==> src/include/integer_add_unit_map.svh <==
// register offsets, instruction fields and constants of the add unit
`ifndef INTEGER_ADD_UNIT_MAP_SVH
`define INTEGER_ADD_UNIT_MAP_SVH

// byte offsets on the register bus
`define IAU_OFS_FLAGS 4'h0
`define IAU_OFS_COND  4'h4
`define IAU_OFS_COUNT 4'h8
`define IAU_OFS_CTRL  4'hC

// flag and control register bit positions
`define IAU_FLG_CARRY 0
`define IAU_FLG_WRAP  1
`define IAU_FLG_SUMM  2
`define IAU_CTRL_EN   0

// condition field bit positions
`define IAU_CR_NEG  3
`define IAU_CR_POS  2
`define IAU_CR_ZERO 1
`define IAU_CR_SUMM 0

// instruction fields, bit 31 of the word being the msb
`define IAU_F_OPC  31:26
`define IAU_F_DST  25:21
`define IAU_F_SRCA 20:16
`define IAU_F_SRCB 15:11
`define IAU_F_OE   10
`define IAU_F_XO   9:1
`define IAU_F_RC   0
`define IAU_F_IMM  15:0

// primary and extended opcodes
`define IAU_PRI_REG           6'h1F
`define IAU_PRI_IMM_CARRY     6'h0C
`define IAU_PRI_IMM_CARRY_REC 6'h0D
`define IAU_PRI_IMM           6'h0E
`define IAU_PRI_IMM_HI        6'h0F
`define IAU_XO_SUM            9'h10A
`define IAU_XO_SUM_CARRY      9'h00A
`define IAU_XO_SUM_EXT        9'h08A
`define IAU_XO_SUM_M1         9'h0EA
`define IAU_XO_SUM_Z          9'h0CA

// constants and reset values
`define IAU_ZERO32   32'h0000_0000
`define IAU_ONES32   32'hFFFF_FFFF
`define IAU_ZERO16   16'h0000
`define IAU_ZERO_IDX 5'h00
`define IAU_CR_RST   4'h0
`define IAU_CNT_ONE  32'h0000_0001

`endif

==> src/include/iau_pkg.sv <==
// types shared by the add unit
package iau_pkg;

  typedef enum logic [1:0] {
    BUS_IDLE = 2'b01,
    BUS_ACK  = 2'b10
  } bus_state_t;

  typedef enum logic [9:0] {
    OP_NONE          = 10'h001,
    OP_SUM           = 10'h002,
    OP_SUM_CARRY     = 10'h004,
    OP_SUM_EXT       = 10'h008,
    OP_SUM_M1        = 10'h010,
    OP_SUM_Z         = 10'h020,
    OP_IMM           = 10'h040,
    OP_IMM_HI        = 10'h080,
    OP_IMM_CARRY     = 10'h100,
    OP_IMM_CARRY_REC = 10'h200
  } op_t;

endpackage : iau_pkg

==> src/add_core.sv <==
// carry-in adder with carry out and signed wrap detect
`timescale 1ns/1ps
module add_core #(
  parameter int WIDTH = 32
) (
  // operands
  input  wire logic [WIDTH-1:0] op_a,
  input  wire logic [WIDTH-1:0] op_b,
  input  wire logic             carry_in,
  // results
  output logic      [WIDTH-1:0] sum,
  output logic                  carry_out,
  output logic                  wrap
);
  logic [WIDTH:0] full;

  assign full      = {1'b0, op_a} + {1'b0, op_b} + {{WIDTH{1'b0}}, carry_in};
  assign sum       = full[WIDTH-1:0];
  assign carry_out = full[WIDTH];
  // same-sign operands giving an opposite-sign result
  assign wrap      = (op_a[WIDTH-1] == op_b[WIDTH-1]) && (sum[WIDTH-1] != op_a[WIDTH-1]);
endmodule : add_core

==> src/integer_add_unit.sv <==
// integer add datapath with flag update and register bus slave
`timescale 1ns/1ps
`include "integer_add_unit_map.svh"
// Contract
// - plain register sum, carry untouched
// - carrying sum always updates carry
// - extended sum adds carry, updates carry
// - immediate sum, sign extended, no flags
// - source index zero means constant zero for the immediate and shifted immediate sums only
// - shifted immediate in upper half, no flags
// - carrying immediate updates carry only
// - recorded carrying immediate updates condition field
// - minus-one extended sum updates carry
// - zero extended sum updates carry
// - register forms record condition when selected
// - register forms record overflow when enabled
// - condition taken from truncated result
module integer_add_unit (
  // clock and reset
  input  wire logic        clk_sys,
  input  wire logic        reset,
  // issue from decoder and register file
  input  wire logic        instr_valid,
  input  wire logic [31:0] instr_word,
  input  wire logic [31:0] src_a_data,
  input  wire logic [31:0] src_b_data,
  // write-back
  output logic             wb_valid,
  output logic [4:0]       wb_index,
  output logic [31:0]      wb_data,
  // flags
  output logic             carry_flag,
  output logic             signed_wrap_flag,
  output logic             summary_flag,
  output logic [3:0]       cond_field_zero,
  // avalon-mm slave
  input  wire logic [3:0]  avs_address,
  input  wire logic        avs_read,
  input  wire logic        avs_write,
  input  wire logic [31:0] avs_writedata,
  input  wire logic [3:0]  avs_byteenable,
  output logic [31:0]      avs_readdata,
  output logic             avs_waitrequest
);

  function automatic iau_pkg::op_t decode_op(input logic [31:0] w);
    iau_pkg::op_t r;
    r = iau_pkg::OP_NONE;
    case (w[`IAU_F_OPC])
      `IAU_PRI_REG: begin
        case (w[`IAU_F_XO])
          `IAU_XO_SUM:       r = iau_pkg::OP_SUM;
          `IAU_XO_SUM_CARRY: r = iau_pkg::OP_SUM_CARRY;
          `IAU_XO_SUM_EXT:   r = iau_pkg::OP_SUM_EXT;
          `IAU_XO_SUM_M1:    r = iau_pkg::OP_SUM_M1;
          `IAU_XO_SUM_Z:     r = iau_pkg::OP_SUM_Z;
          default:           r = iau_pkg::OP_NONE;
        endcase
      end
      `IAU_PRI_IMM:           r = iau_pkg::OP_IMM;
      `IAU_PRI_IMM_HI:        r = iau_pkg::OP_IMM_HI;
      `IAU_PRI_IMM_CARRY:     r = iau_pkg::OP_IMM_CARRY;
      `IAU_PRI_IMM_CARRY_REC: r = iau_pkg::OP_IMM_CARRY_REC;
      default:                r = iau_pkg::OP_NONE;
    endcase
    return r;
  endfunction : decode_op

  iau_pkg::op_t       op;
  iau_pkg::bus_state_t bus_q;
  logic [31:0] opnd_a;
  logic [31:0] opnd_b;
  logic        cin;
  logic [31:0] imm_sx;
  logic [31:0] sum;
  logic        cout;
  logic        wrap;
  logic        is_reg;
  logic        fire;
  logic        rec;
  logic        oe;
  logic        upd_carry;
  logic        new_summ;
  logic [3:0]  cr_d;
  logic        sw_wr;
  logic        sw_flags_wr;
  logic        sw_ctrl_wr;
  logic        carry_q;
  logic        wrap_q;
  logic        summ_q;
  logic [3:0]  cr_q;
  logic        enable_q;
  logic [31:0] count_q;
  logic        wb_valid_q;
  logic [4:0]  wb_index_q;
  logic [31:0] wb_data_q;
  logic [31:0] readdata_q;
  logic        waitreq_q;

  assign op     = decode_op(instr_word);
  assign imm_sx = {{16{instr_word[15]}}, instr_word[`IAU_F_IMM]};
  assign is_reg = (op == iau_pkg::OP_SUM) || (op == iau_pkg::OP_SUM_CARRY) ||
                  (op == iau_pkg::OP_SUM_EXT) || (op == iau_pkg::OP_SUM_M1) ||
                  (op == iau_pkg::OP_SUM_Z);
  assign fire   = instr_valid && enable_q && (op != iau_pkg::OP_NONE);
  assign rec    = is_reg ? instr_word[`IAU_F_RC]
                         : (op == iau_pkg::OP_IMM_CARRY_REC);
  assign oe     = is_reg && instr_word[`IAU_F_OE];
  // plain and immediate sums leave carry alone
  assign upd_carry = (op != iau_pkg::OP_SUM) && (op != iau_pkg::OP_IMM) &&
                     (op != iau_pkg::OP_IMM_HI) && (op != iau_pkg::OP_NONE);

  // operand selection
  always_comb begin
    opnd_a = src_a_data;
    opnd_b = src_b_data;
    cin    = 1'b0;
    case (op)
      iau_pkg::OP_SUM_EXT: cin = carry_q;
      iau_pkg::OP_SUM_M1: begin
        opnd_b = `IAU_ONES32;
        cin    = carry_q;
      end
      iau_pkg::OP_SUM_Z: begin
        opnd_b = `IAU_ZERO32;
        cin    = carry_q;
      end
      iau_pkg::OP_IMM: begin
        if (instr_word[`IAU_F_SRCA] == `IAU_ZERO_IDX) begin
          opnd_a = `IAU_ZERO32;
        end
        opnd_b = imm_sx;
      end
      iau_pkg::OP_IMM_HI: begin
        if (instr_word[`IAU_F_SRCA] == `IAU_ZERO_IDX) begin
          opnd_a = `IAU_ZERO32;
        end
        opnd_b = {instr_word[`IAU_F_IMM], `IAU_ZERO16};
      end
      iau_pkg::OP_IMM_CARRY, iau_pkg::OP_IMM_CARRY_REC: opnd_b = imm_sx;
      default: cin = 1'b0;
    endcase
  end

  add_core #(
    .WIDTH (32)
  ) u_add (
    .op_a      (opnd_a),
    .op_b      (opnd_b),
    .carry_in  (cin),
    .sum       (sum),
    .carry_out (cout),
    .wrap      (wrap)
  );

  // condition field from the truncated sum
  assign new_summ = summ_q || (oe && wrap);
  always_comb begin
    cr_d               = `IAU_CR_RST;
    cr_d[`IAU_CR_NEG]  = sum[31];
    cr_d[`IAU_CR_ZERO] = (sum == `IAU_ZERO32);
    cr_d[`IAU_CR_POS]  = !sum[31] && (sum != `IAU_ZERO32);
    cr_d[`IAU_CR_SUMM] = new_summ;
  end

  // bus slave: one wait cycle, then answer
  assign sw_wr       = (bus_q == iau_pkg::BUS_ACK) && avs_write && avs_byteenable[0];
  assign sw_flags_wr = sw_wr && (avs_address == `IAU_OFS_FLAGS);
  assign sw_ctrl_wr  = sw_wr && (avs_address == `IAU_OFS_CTRL);

  always_ff @(posedge clk_sys or posedge reset) begin
    if (reset) begin
      bus_q     <= iau_pkg::BUS_IDLE;
      waitreq_q <= 1'b1;
    end else begin
      case (bus_q)
        iau_pkg::BUS_IDLE: begin
          if (avs_read || avs_write) begin
            bus_q     <= iau_pkg::BUS_ACK;
            waitreq_q <= 1'b0;
          end
        end
        iau_pkg::BUS_ACK: begin
          bus_q     <= iau_pkg::BUS_IDLE;
          waitreq_q <= 1'b1;
        end
        default: begin
          bus_q     <= iau_pkg::BUS_IDLE;
          waitreq_q <= 1'b1;
        end
      endcase
    end
  end

  always_ff @(posedge clk_sys or posedge reset) begin
    if (reset) begin
      readdata_q <= `IAU_ZERO32;
    end else if (bus_q == iau_pkg::BUS_IDLE && avs_read) begin
      readdata_q <= `IAU_ZERO32;
      case (avs_address)
        `IAU_OFS_FLAGS: begin
          readdata_q[`IAU_FLG_CARRY] <= carry_q;
          readdata_q[`IAU_FLG_WRAP]  <= wrap_q;
          readdata_q[`IAU_FLG_SUMM]  <= summ_q;
        end
        `IAU_OFS_COND:  readdata_q[3:0] <= cr_q;
        `IAU_OFS_COUNT: readdata_q <= count_q;
        `IAU_OFS_CTRL:  readdata_q[`IAU_CTRL_EN] <= enable_q;
        default:        readdata_q <= `IAU_ZERO32;
      endcase
    end
  end

  always_ff @(posedge clk_sys or posedge reset) begin
    if (reset) begin
      enable_q <= 1'b1;
    end else if (sw_ctrl_wr) begin
      enable_q <= avs_writedata[`IAU_CTRL_EN];
    end
  end

  // carry: the instruction wins over a software write
  always_ff @(posedge clk_sys or posedge reset) begin
    if (reset) begin
      carry_q <= 1'b0;
    end else if (fire && upd_carry) begin
      carry_q <= cout;
    end else if (sw_flags_wr) begin
      carry_q <= avs_writedata[`IAU_FLG_CARRY];
    end
  end

  always_ff @(posedge clk_sys or posedge reset) begin
    if (reset) begin
      wrap_q <= 1'b0;
    end else if (fire && oe) begin
      wrap_q <= wrap;
    end else if (sw_flags_wr) begin
      wrap_q <= avs_writedata[`IAU_FLG_WRAP];
    end
  end

  // summary: an overflow set beats a software clear
  always_ff @(posedge clk_sys or posedge reset) begin
    if (reset) begin
      summ_q <= 1'b0;
    end else if (fire && oe && wrap) begin
      summ_q <= 1'b1;
    end else if (sw_flags_wr) begin
      summ_q <= avs_writedata[`IAU_FLG_SUMM];
    end
  end

  always_ff @(posedge clk_sys or posedge reset) begin
    if (reset) begin
      cr_q <= `IAU_CR_RST;
    end else if (fire && rec) begin
      cr_q <= cr_d;
    end
  end

  always_ff @(posedge clk_sys or posedge reset) begin
    if (reset) begin
      count_q <= `IAU_ZERO32;
    end else if (fire) begin
      count_q <= count_q + `IAU_CNT_ONE;
    end
  end

  // write-back, one cycle after issue
  always_ff @(posedge clk_sys or posedge reset) begin
    if (reset) begin
      wb_valid_q <= 1'b0;
      wb_index_q <= `IAU_ZERO_IDX;
      wb_data_q  <= `IAU_ZERO32;
    end else begin
      wb_valid_q <= fire;
      if (fire) begin
        wb_index_q <= instr_word[`IAU_F_DST];
        wb_data_q  <= sum;
      end
    end
  end

  assign wb_valid         = wb_valid_q;
  assign wb_index         = wb_index_q;
  assign wb_data          = wb_data_q;
  assign carry_flag       = carry_q;
  assign signed_wrap_flag = wrap_q;
  assign summary_flag     = summ_q;
  assign cond_field_zero  = cr_q;
  assign avs_readdata     = readdata_q;
  assign avs_waitrequest  = waitreq_q;

  // checking helpers
  logic [31:0] chk_ab;
  logic [32:0] chk_ab_wide;
  logic [31:0] chk_ext;
  logic [31:0] chk_m1;
  logic        chk_a_zero;
  assign chk_ab      = src_a_data + src_b_data;
  assign chk_ab_wide = {1'b0, src_a_data} + {1'b0, src_b_data};
  assign chk_ext     = src_a_data + src_b_data + {31'h0000_0000, carry_q};
  assign chk_m1      = src_a_data + `IAU_ONES32 + {31'h0000_0000, carry_q};
  assign chk_a_zero  = (instr_word[`IAU_F_SRCA] == `IAU_ZERO_IDX);
endmodule : integer_add_unit

==> config.mk <==
export PLATFORM = sky130hd
export DESIGN_NAME = integer_add_unit
export DESIGN_NICKNAME = d
export VERILOG_FILES = /design/src/include/iau_pkg.sv /design/src/add_core.sv /design/src/integer_add_unit.sv
export VERILOG_INCLUDE_DIRS = /design/src /design/src/include
export SDC_FILE = /design/constraint.sdc
export NUM_CORES = 1
export LEC_CHECK = 0
export ABC_AREA = 1
export CAP_MARGIN = 30
export CORE_MARGIN = 3
export CORE_UTILIZATION = 50
export CTS_CLUSTER_SIZE = 20
export DETAILED_ROUTE_END_ITERATION = 8
export DONT_BUFFER_PORTS = 1
export GPL_ROUTABILITY_DRIVEN = 0
export GPL_TIMING_DRIVEN = 0
export PLACE_DENSITY_LB_ADDON = 0.1
export SETUP_SLACK_MARGIN = 0.1
export SYNTH_ARGS = -nofsm -noshare
export SYNTH_HDL_FRONTEND = slang
export SYNTH_SLANG_ARGS = --single-unit
==> constraint.sdc <==
create_clock -name clk_sys -period 4.65 [get_ports clk_sys]
set_input_delay 0.465 -clock clk_sys [delete_from_list [all_inputs] [get_ports clk_sys]]
set_output_delay 0.465 -clock clk_sys [all_outputs]
set_load 0.1 [all_outputs]
==> results of run 1 <==
final timing paths:
path | from | to | slack (ns) | cells past startpoint
min | reset | avs_readdata[19] | 0.07 | 1
min reg2reg | count_q[21] | count_q[21] | 0.53 | 1
min in group clk_sys | avs_read | bus_q[0] | 0.21 | 1
max | instr_word[3] | cond_field_zero[2] | 0.53 | 26
max reg2reg | carry_flag | cond_field_zero[2] | 1.43 | 19
max in group asynchronous | reset | wb_data[23] | 3.86 | 2
power by group:
group / internal [mW] / switching, mW / total (mW)
Combinational: 0.245 / 0.505 / 0.750
Clock: 0.369 / 0.360 / 0.729
Sequential: 1.05 / 0.583 / 1.64
registers in the layout, summed over array words and instances (netlist names):
signal	cells
avs_readdata	32
count_q	32
wb_data	32
wb_index	5
cond_field_zero	4
bus_q	2
carry_flag	1
enable_q	1
signed_wrap_flag	1
summary_flag	1
wb_valid	1
worst max-delay path, cell delays in order:
cell,delay [ns]
inv_1,0.12
nand4_4,0.21
inv_1,0.13
nand2_1,0.13
o31ai_4,0.10
a21oi_4,0.11
inv_2,0.16
o211ai_1,0.34
buf_4,0.30
o22ai_1,0.20
inv_1,0.08
ha_1,0.38
nand2_1,0.10
inv_1,0.08
nand2_1,0.08
nor3_1,0.35
and2_1,0.19
nand2_1,0.12
nand3_1,0.13
nand2_1,0.06
nor2_1,0.09
nand2_1,0.06
nor2_1,0.15
nand3_1,0.10
nand2_1,0.07
nand2_1,0.04
cell type report:
type,count,area share
multi-input combinational,956,0.508
sequential,112,0.304
buffer,30,0.0144
clock inverter,5,0.00461
tap,220,0.0298
clock buffer,11,0.0252
inverter,257,0.105
timing repair buffer,4,0.00935
what timing repair did:
item                                    4_1_cts  5_1_grt
hold endpoints to repair                      0        0
resized for setup                             0        5
endpoints found under the setup margin        0        2
kinds of logic (layout without fill, tap and decap cells):
family,count (synthesis),count (layout),synth area share
compound gates,123,123,0.0919
xor+xnor,39,39,0.0398
simple gates,760,760,0.362
fa+ha+maj,34,34,0.0513
flops,112,112,0.327
buf+inv,287,307,0.128
layer usage:
metal	global-route usage	wire, um	vias up
met2	0.494	12800	367
li1	-	-	4232
met1	0.338	10600	3823
met4	0.126	1220	0
met5	0	0	-
met3	0.0426	1740	74
metrics by stage:
step / instances / util
after detailed placement: 1578 / 0.534
after global routing: 1595 / 0.553
after CTS: 1594 / 0.550
final: 1595 / 0.553
after floorplan: 1355 / -
after global placement: 1575 / 0.530
cells in the final DEF (no fill, tap or decap), drive strengths merged, types with 2 or more instances in the layout:
cell type  Yosys  routed
o211ai         2       2
a21oi         22      22
nor3          25      25
a31oi         16      16
clkinv         0       3
nand3b         5       5
nand4         20      20
o31ai         14      14
nand3         72      72
fa             2       2
xnor2         12      12
nor4           3       3
ha            32      32
dfrtp        110     110
inv          257     258
clkbuf        19      30
o22ai         32      32
xor2          27      27
o21ai         28      28
dfstp          2       2
buf           11      15
nand2        443     443
and2           6       6
nor2         184     184
==> flow_summary.toml, run 1 <==
[power]
p_per_area_nw_per_um2 = 337
total_power_mw = 3.12
peakVddDrop_uv = 212
p_leak_nw = 5.24

[status]
status = "finished, final reports clean"

[sta]
skew_ns = 0.00983
setup_slack_ns = 0.530
hold_viol = 0
slew_headroom = 0.337
rsz0062_at_grt = "no"
period_needed_ns = 4.12
fin_tns_setup_ns = 0
fin_hold_ws_ns = 0.0703
setup_viol = 0
finalCritPeriodShare = 0.886
fmax_mhz = 243
tightest_slew_ns = 0.995
drv_slew = 0

[clocking]
clock_sinks = 112
htree_levels = 3
cts_buffers = 9
clockBufferDepth = 2
cts-root-buf = "clkbuf_16"
clk_latency_ns = 0.36
clk_pin_slew_ns = 0.08
post_cts_buffers = 0
cts_hold_buf = 0
cts_tree = "yes"

[yosys]
yosysMostFrequentCell = "nand2_1"
ys_types = 44
synthArstFlopShare = 1.00
ys_ff_latch = 112
synth_edf_count = 0
syn_area_per_cell_um2 = 6.33
synth_area_leader_cell = "dfrtp_1"
synth_commonest_cells = "nand2_1 (440), inv_1 (253), nor2_1 (182), dfrtp_1 (110), nand3_1 (70)"
synth_fp_nets = 1530
syn_inst = 1355
post_synth_instance_area_um2 = 8580
synth_top_area_frac = 0.321
synth-seq-area-share = 0.327
dominantRegCellSynth = "dfrtp_1"
yosysWarnings = 0
synthTopCellsByArea = "dfrtp_1 (32%), nand2_1 (19%), inv_1 (11%)"

[detailed_routing]
drt_first_pass_iters = 5
num_vias = 8496
drtAntennaViolNets = 0
drt_iter0_drc = 459
wl_per_cell_um = 16.5
route.detailed.drc = 0
routed_wl_um = 26400
viasPerCell = 5.33

[final_layout]
diodes = 0
fin_area_um2 = 9240
area_delta_synth_final_pct = 7.64
fill_cells = 1734
seqCellArea_um2 = 2810
multi_input_area_um2 = 4700
fin_nets = 1545
layout-drive-gt1-share = 0.0385

[place]
place_area_um2 = 8920
dpl_worst_slack_ns = -0.0264
portBuffers = 0
dp_hpwl_um = 21800

[floorplanning]
die_area_um2 = 18800
num_io_pins = 219
num_rows = 47
die_w_um = 137
initial_core_util = 0.514
core_area_um2 = 16700
die_h_um = 137

[global_route]
overflow = 0
grt_pass1_wl_um = 41200
antenna_found_initial = 0
grt_pass1_vias = 8104
grt_max_degree = 64
grt_usage = 0.281

[critical_path]
worstPathMaxFanout = 10
crit_arrival_ns = 4.37
worstSetupEndpointType = "flop"
required_ns = 4.90
start_kind = "primary input"
crit_type = "primary input to flop"

[hold_path]
hp-class = "primary input to async pin"

[run]
maxCapViolations = 0
(Power assumes the default switching activity.)
==> run 2, diff against run 1 <==
--- a/config.mk
+++ b/config.mk
@@ -10,12 +10,14 @@
 export CAP_MARGIN = 30
 export CORE_MARGIN = 3
 export CORE_UTILIZATION = 50
-export CTS_CLUSTER_SIZE = 20
+export CTS_CLUSTER_SIZE = 24
 export DETAILED_ROUTE_END_ITERATION = 8
 export DONT_BUFFER_PORTS = 1
 export GPL_ROUTABILITY_DRIVEN = 0
 export GPL_TIMING_DRIVEN = 0
+export MAX_ROUTING_LAYER = met4
 export PLACE_DENSITY_LB_ADDON = 0.1
+export REMOVE_ABC_BUFFERS = 1
 export SETUP_SLACK_MARGIN = 0.1
 export SYNTH_ARGS = -nofsm -noshare
 export SYNTH_HDL_FRONTEND = slang
==> flow_summary.toml, run 2 (synthesis gave the netlist of run 1 again) <==
[critical_path]
worstReg2RegStart = "carry_flag"
worstSetupEndpointType = "flop"
startpoint = "instr_word[3]"
worstPathMaxFanout = 34
start_kind = "primary input"
crit_type = "primary input to flop"
r2r-end = "cond_field_zero[2]"
crit_arrival_ns = 4.37
required_ns = 4.88
crit_end = "cond_field_zero[2]"
reg2reg_setup_slack_ns = 1.33
r2r_cells = 20

[status]
status = "finished, final reports clean"

[final_layout]
stdcell_count = 1570
layout-drive-gt1-share = 0.0363
seqCellArea_um2 = 2810
final_common_cell = "nand2_1"
fin_util = 0.551
multi_input_area_um2 = 4690
area_delta_synth_final_pct = 7.17
diodes = 0
fin_area_um2 = 9200
fin_nets = 1520
fill_cells = 1739
most-common-layout-cells = "nand2_1 (440), inv_1 (252), nor2_1 (180)"

[sta]
drv_slew = 0
slew_headroom = 0.334
fin_hold_ws_ns = 0.0268
skew_ns = 0.0149
rsz0062_at_grt = "no"
fmax_mhz = 242
tightest_slew_ns = 0.999
hold_viol = 0
period_needed_ns = 4.14
finalCritPeriodShare = 0.889
setup_viol = 0
fin_tns_setup_ns = 0

[detailed_routing]
dr_wl_met2_um = 10900
viasPerCell = 5.12
num_vias = 8042
route.detailed.drc = 0
drt_iter0_drc = 427
wl_per_cell_um = 14.9
highest_layer = "met4"
drt_first_pass_iters = 5
drtAntennaViolNets = 0
routed_wl_um = 23400
wl_met3_um = 1260
met1_length_um = 10600

[clocking]
cts_tree = "yes"
htree_levels = 3
cts_buffers = 9
clk_pin_slew_ns = 0.08
clockBufferDepth = 2
clock_sinks = 112
cts-root-buf = "clkbuf_16"
clk_latency_ns = 0.35
cts_hold_buf = 0

[power]
p_per_area_nw_per_um2 = 345
p_leak_nw = 5.22
peakVddDrop_uv = 196

[floorplanning]
core_area_um2 = 16700
num_io_pins = 219
die_w_um = 137
die_area_um2 = 18800
num_rows = 47
die_h_um = 137
initial_core_util = 0.514

[global_route]
grt_pass1_wl_um = 37100
grt_pass1_vias = 7493
overflow = 0
antenna_found_initial = 0
grt_usage = 0.256
grt_max_degree = 70

[place]
portBuffers = 0
dp.cells = 1553
dp_hpwl_um = 19100
place_area_um2 = 8850

[hold_path]
hp-class = "primary input to async pin"

[run]
maxCapViolations = 0
## run 2: repair_timing
item,CTS,global route
buffers inserted,0,0
gates resized for setup,0,4
endpoints found under the setup margin,0,4
## run 2: metrics by stage
stage / worst slack, ns / total power [mW]
after detailed placement: -0.162 / 2.37
after global routing: 0.198 / 3.34
after CTS: 0.199 / 3.18
final: 0.514 / 3.17
after floorplan: 0.478 / 2.17
after global placement: -0.565 / 2.35
## run 2: area by class of cell
class / instances / share of cell area
inverter: 257 / 0.106
clock buffer: 10 / 0.0260
multi-input combinational: 956 / 0.509
sequential: 112 / 0.305
tap: 220 / 0.0299
timing repair buffer: 9 / 0.0156
clock inverter: 6 / 0.00830
## run 2: routing by layer
| metal | global-route usage | up-vias |
|---|---|---|
| met5 | - | - |
| met2 | 0.414 | 225 |
| met1 | 0.335 | 3603 |
| met4 | 0.0848 | 0 |
| li1 | - | 4185 |
| met3 | 0.0309 | 29 |
## run 2: critical path, stage by stage
cell and delay (ns):
inv_1 0.09, nand4_2 0.24, inv_1 0.14, nand2_1 0.11, o31ai_4 0.10, a21oi_4 0.13
inv_6 0.21, o211ai_1 0.20, buf_4 0.24, o22ai_1 0.26, inv_1 0.08, ha_1 0.37
nand2_1 0.12, inv_1 0.06, nand2_1 0.10, inv_1 0.06, nand2_1 0.08, inv_1 0.04
a21oi_1 0.20, nand2_1 0.18, nand2_1 0.15, nand2_1 0.13, nor2_1 0.13, nand2_1 0.06
nor2_2 0.19, nand3_1 0.10, nand2_1 0.07, nand2_1 0.04
## run 2: power by group
part           switching, mW  internal (mW)  leakage, nW
clock network          0.369          0.442        0.149
logic                  0.477          0.234         3.59
registers              0.595           1.05         1.48
total                   1.44           1.73         5.22
## run 2: how the worst min path moves through the flow
stage	start	to	slack, ns	cells past startpoint
3_3_place_gp	count_q[6]	count_q[6]	0.48	1
6_report	reset	wb_index[4]	0.03	1
3_5_place_dp	reset	wb_index[4]	0.43	1
2_1_floorplan	count_q[6]	count_q[6]	0.46	1
4_1_cts	reset	wb_index[4]	0.05	1
5_1_grt	reset	wb_index[4]	0.07	1
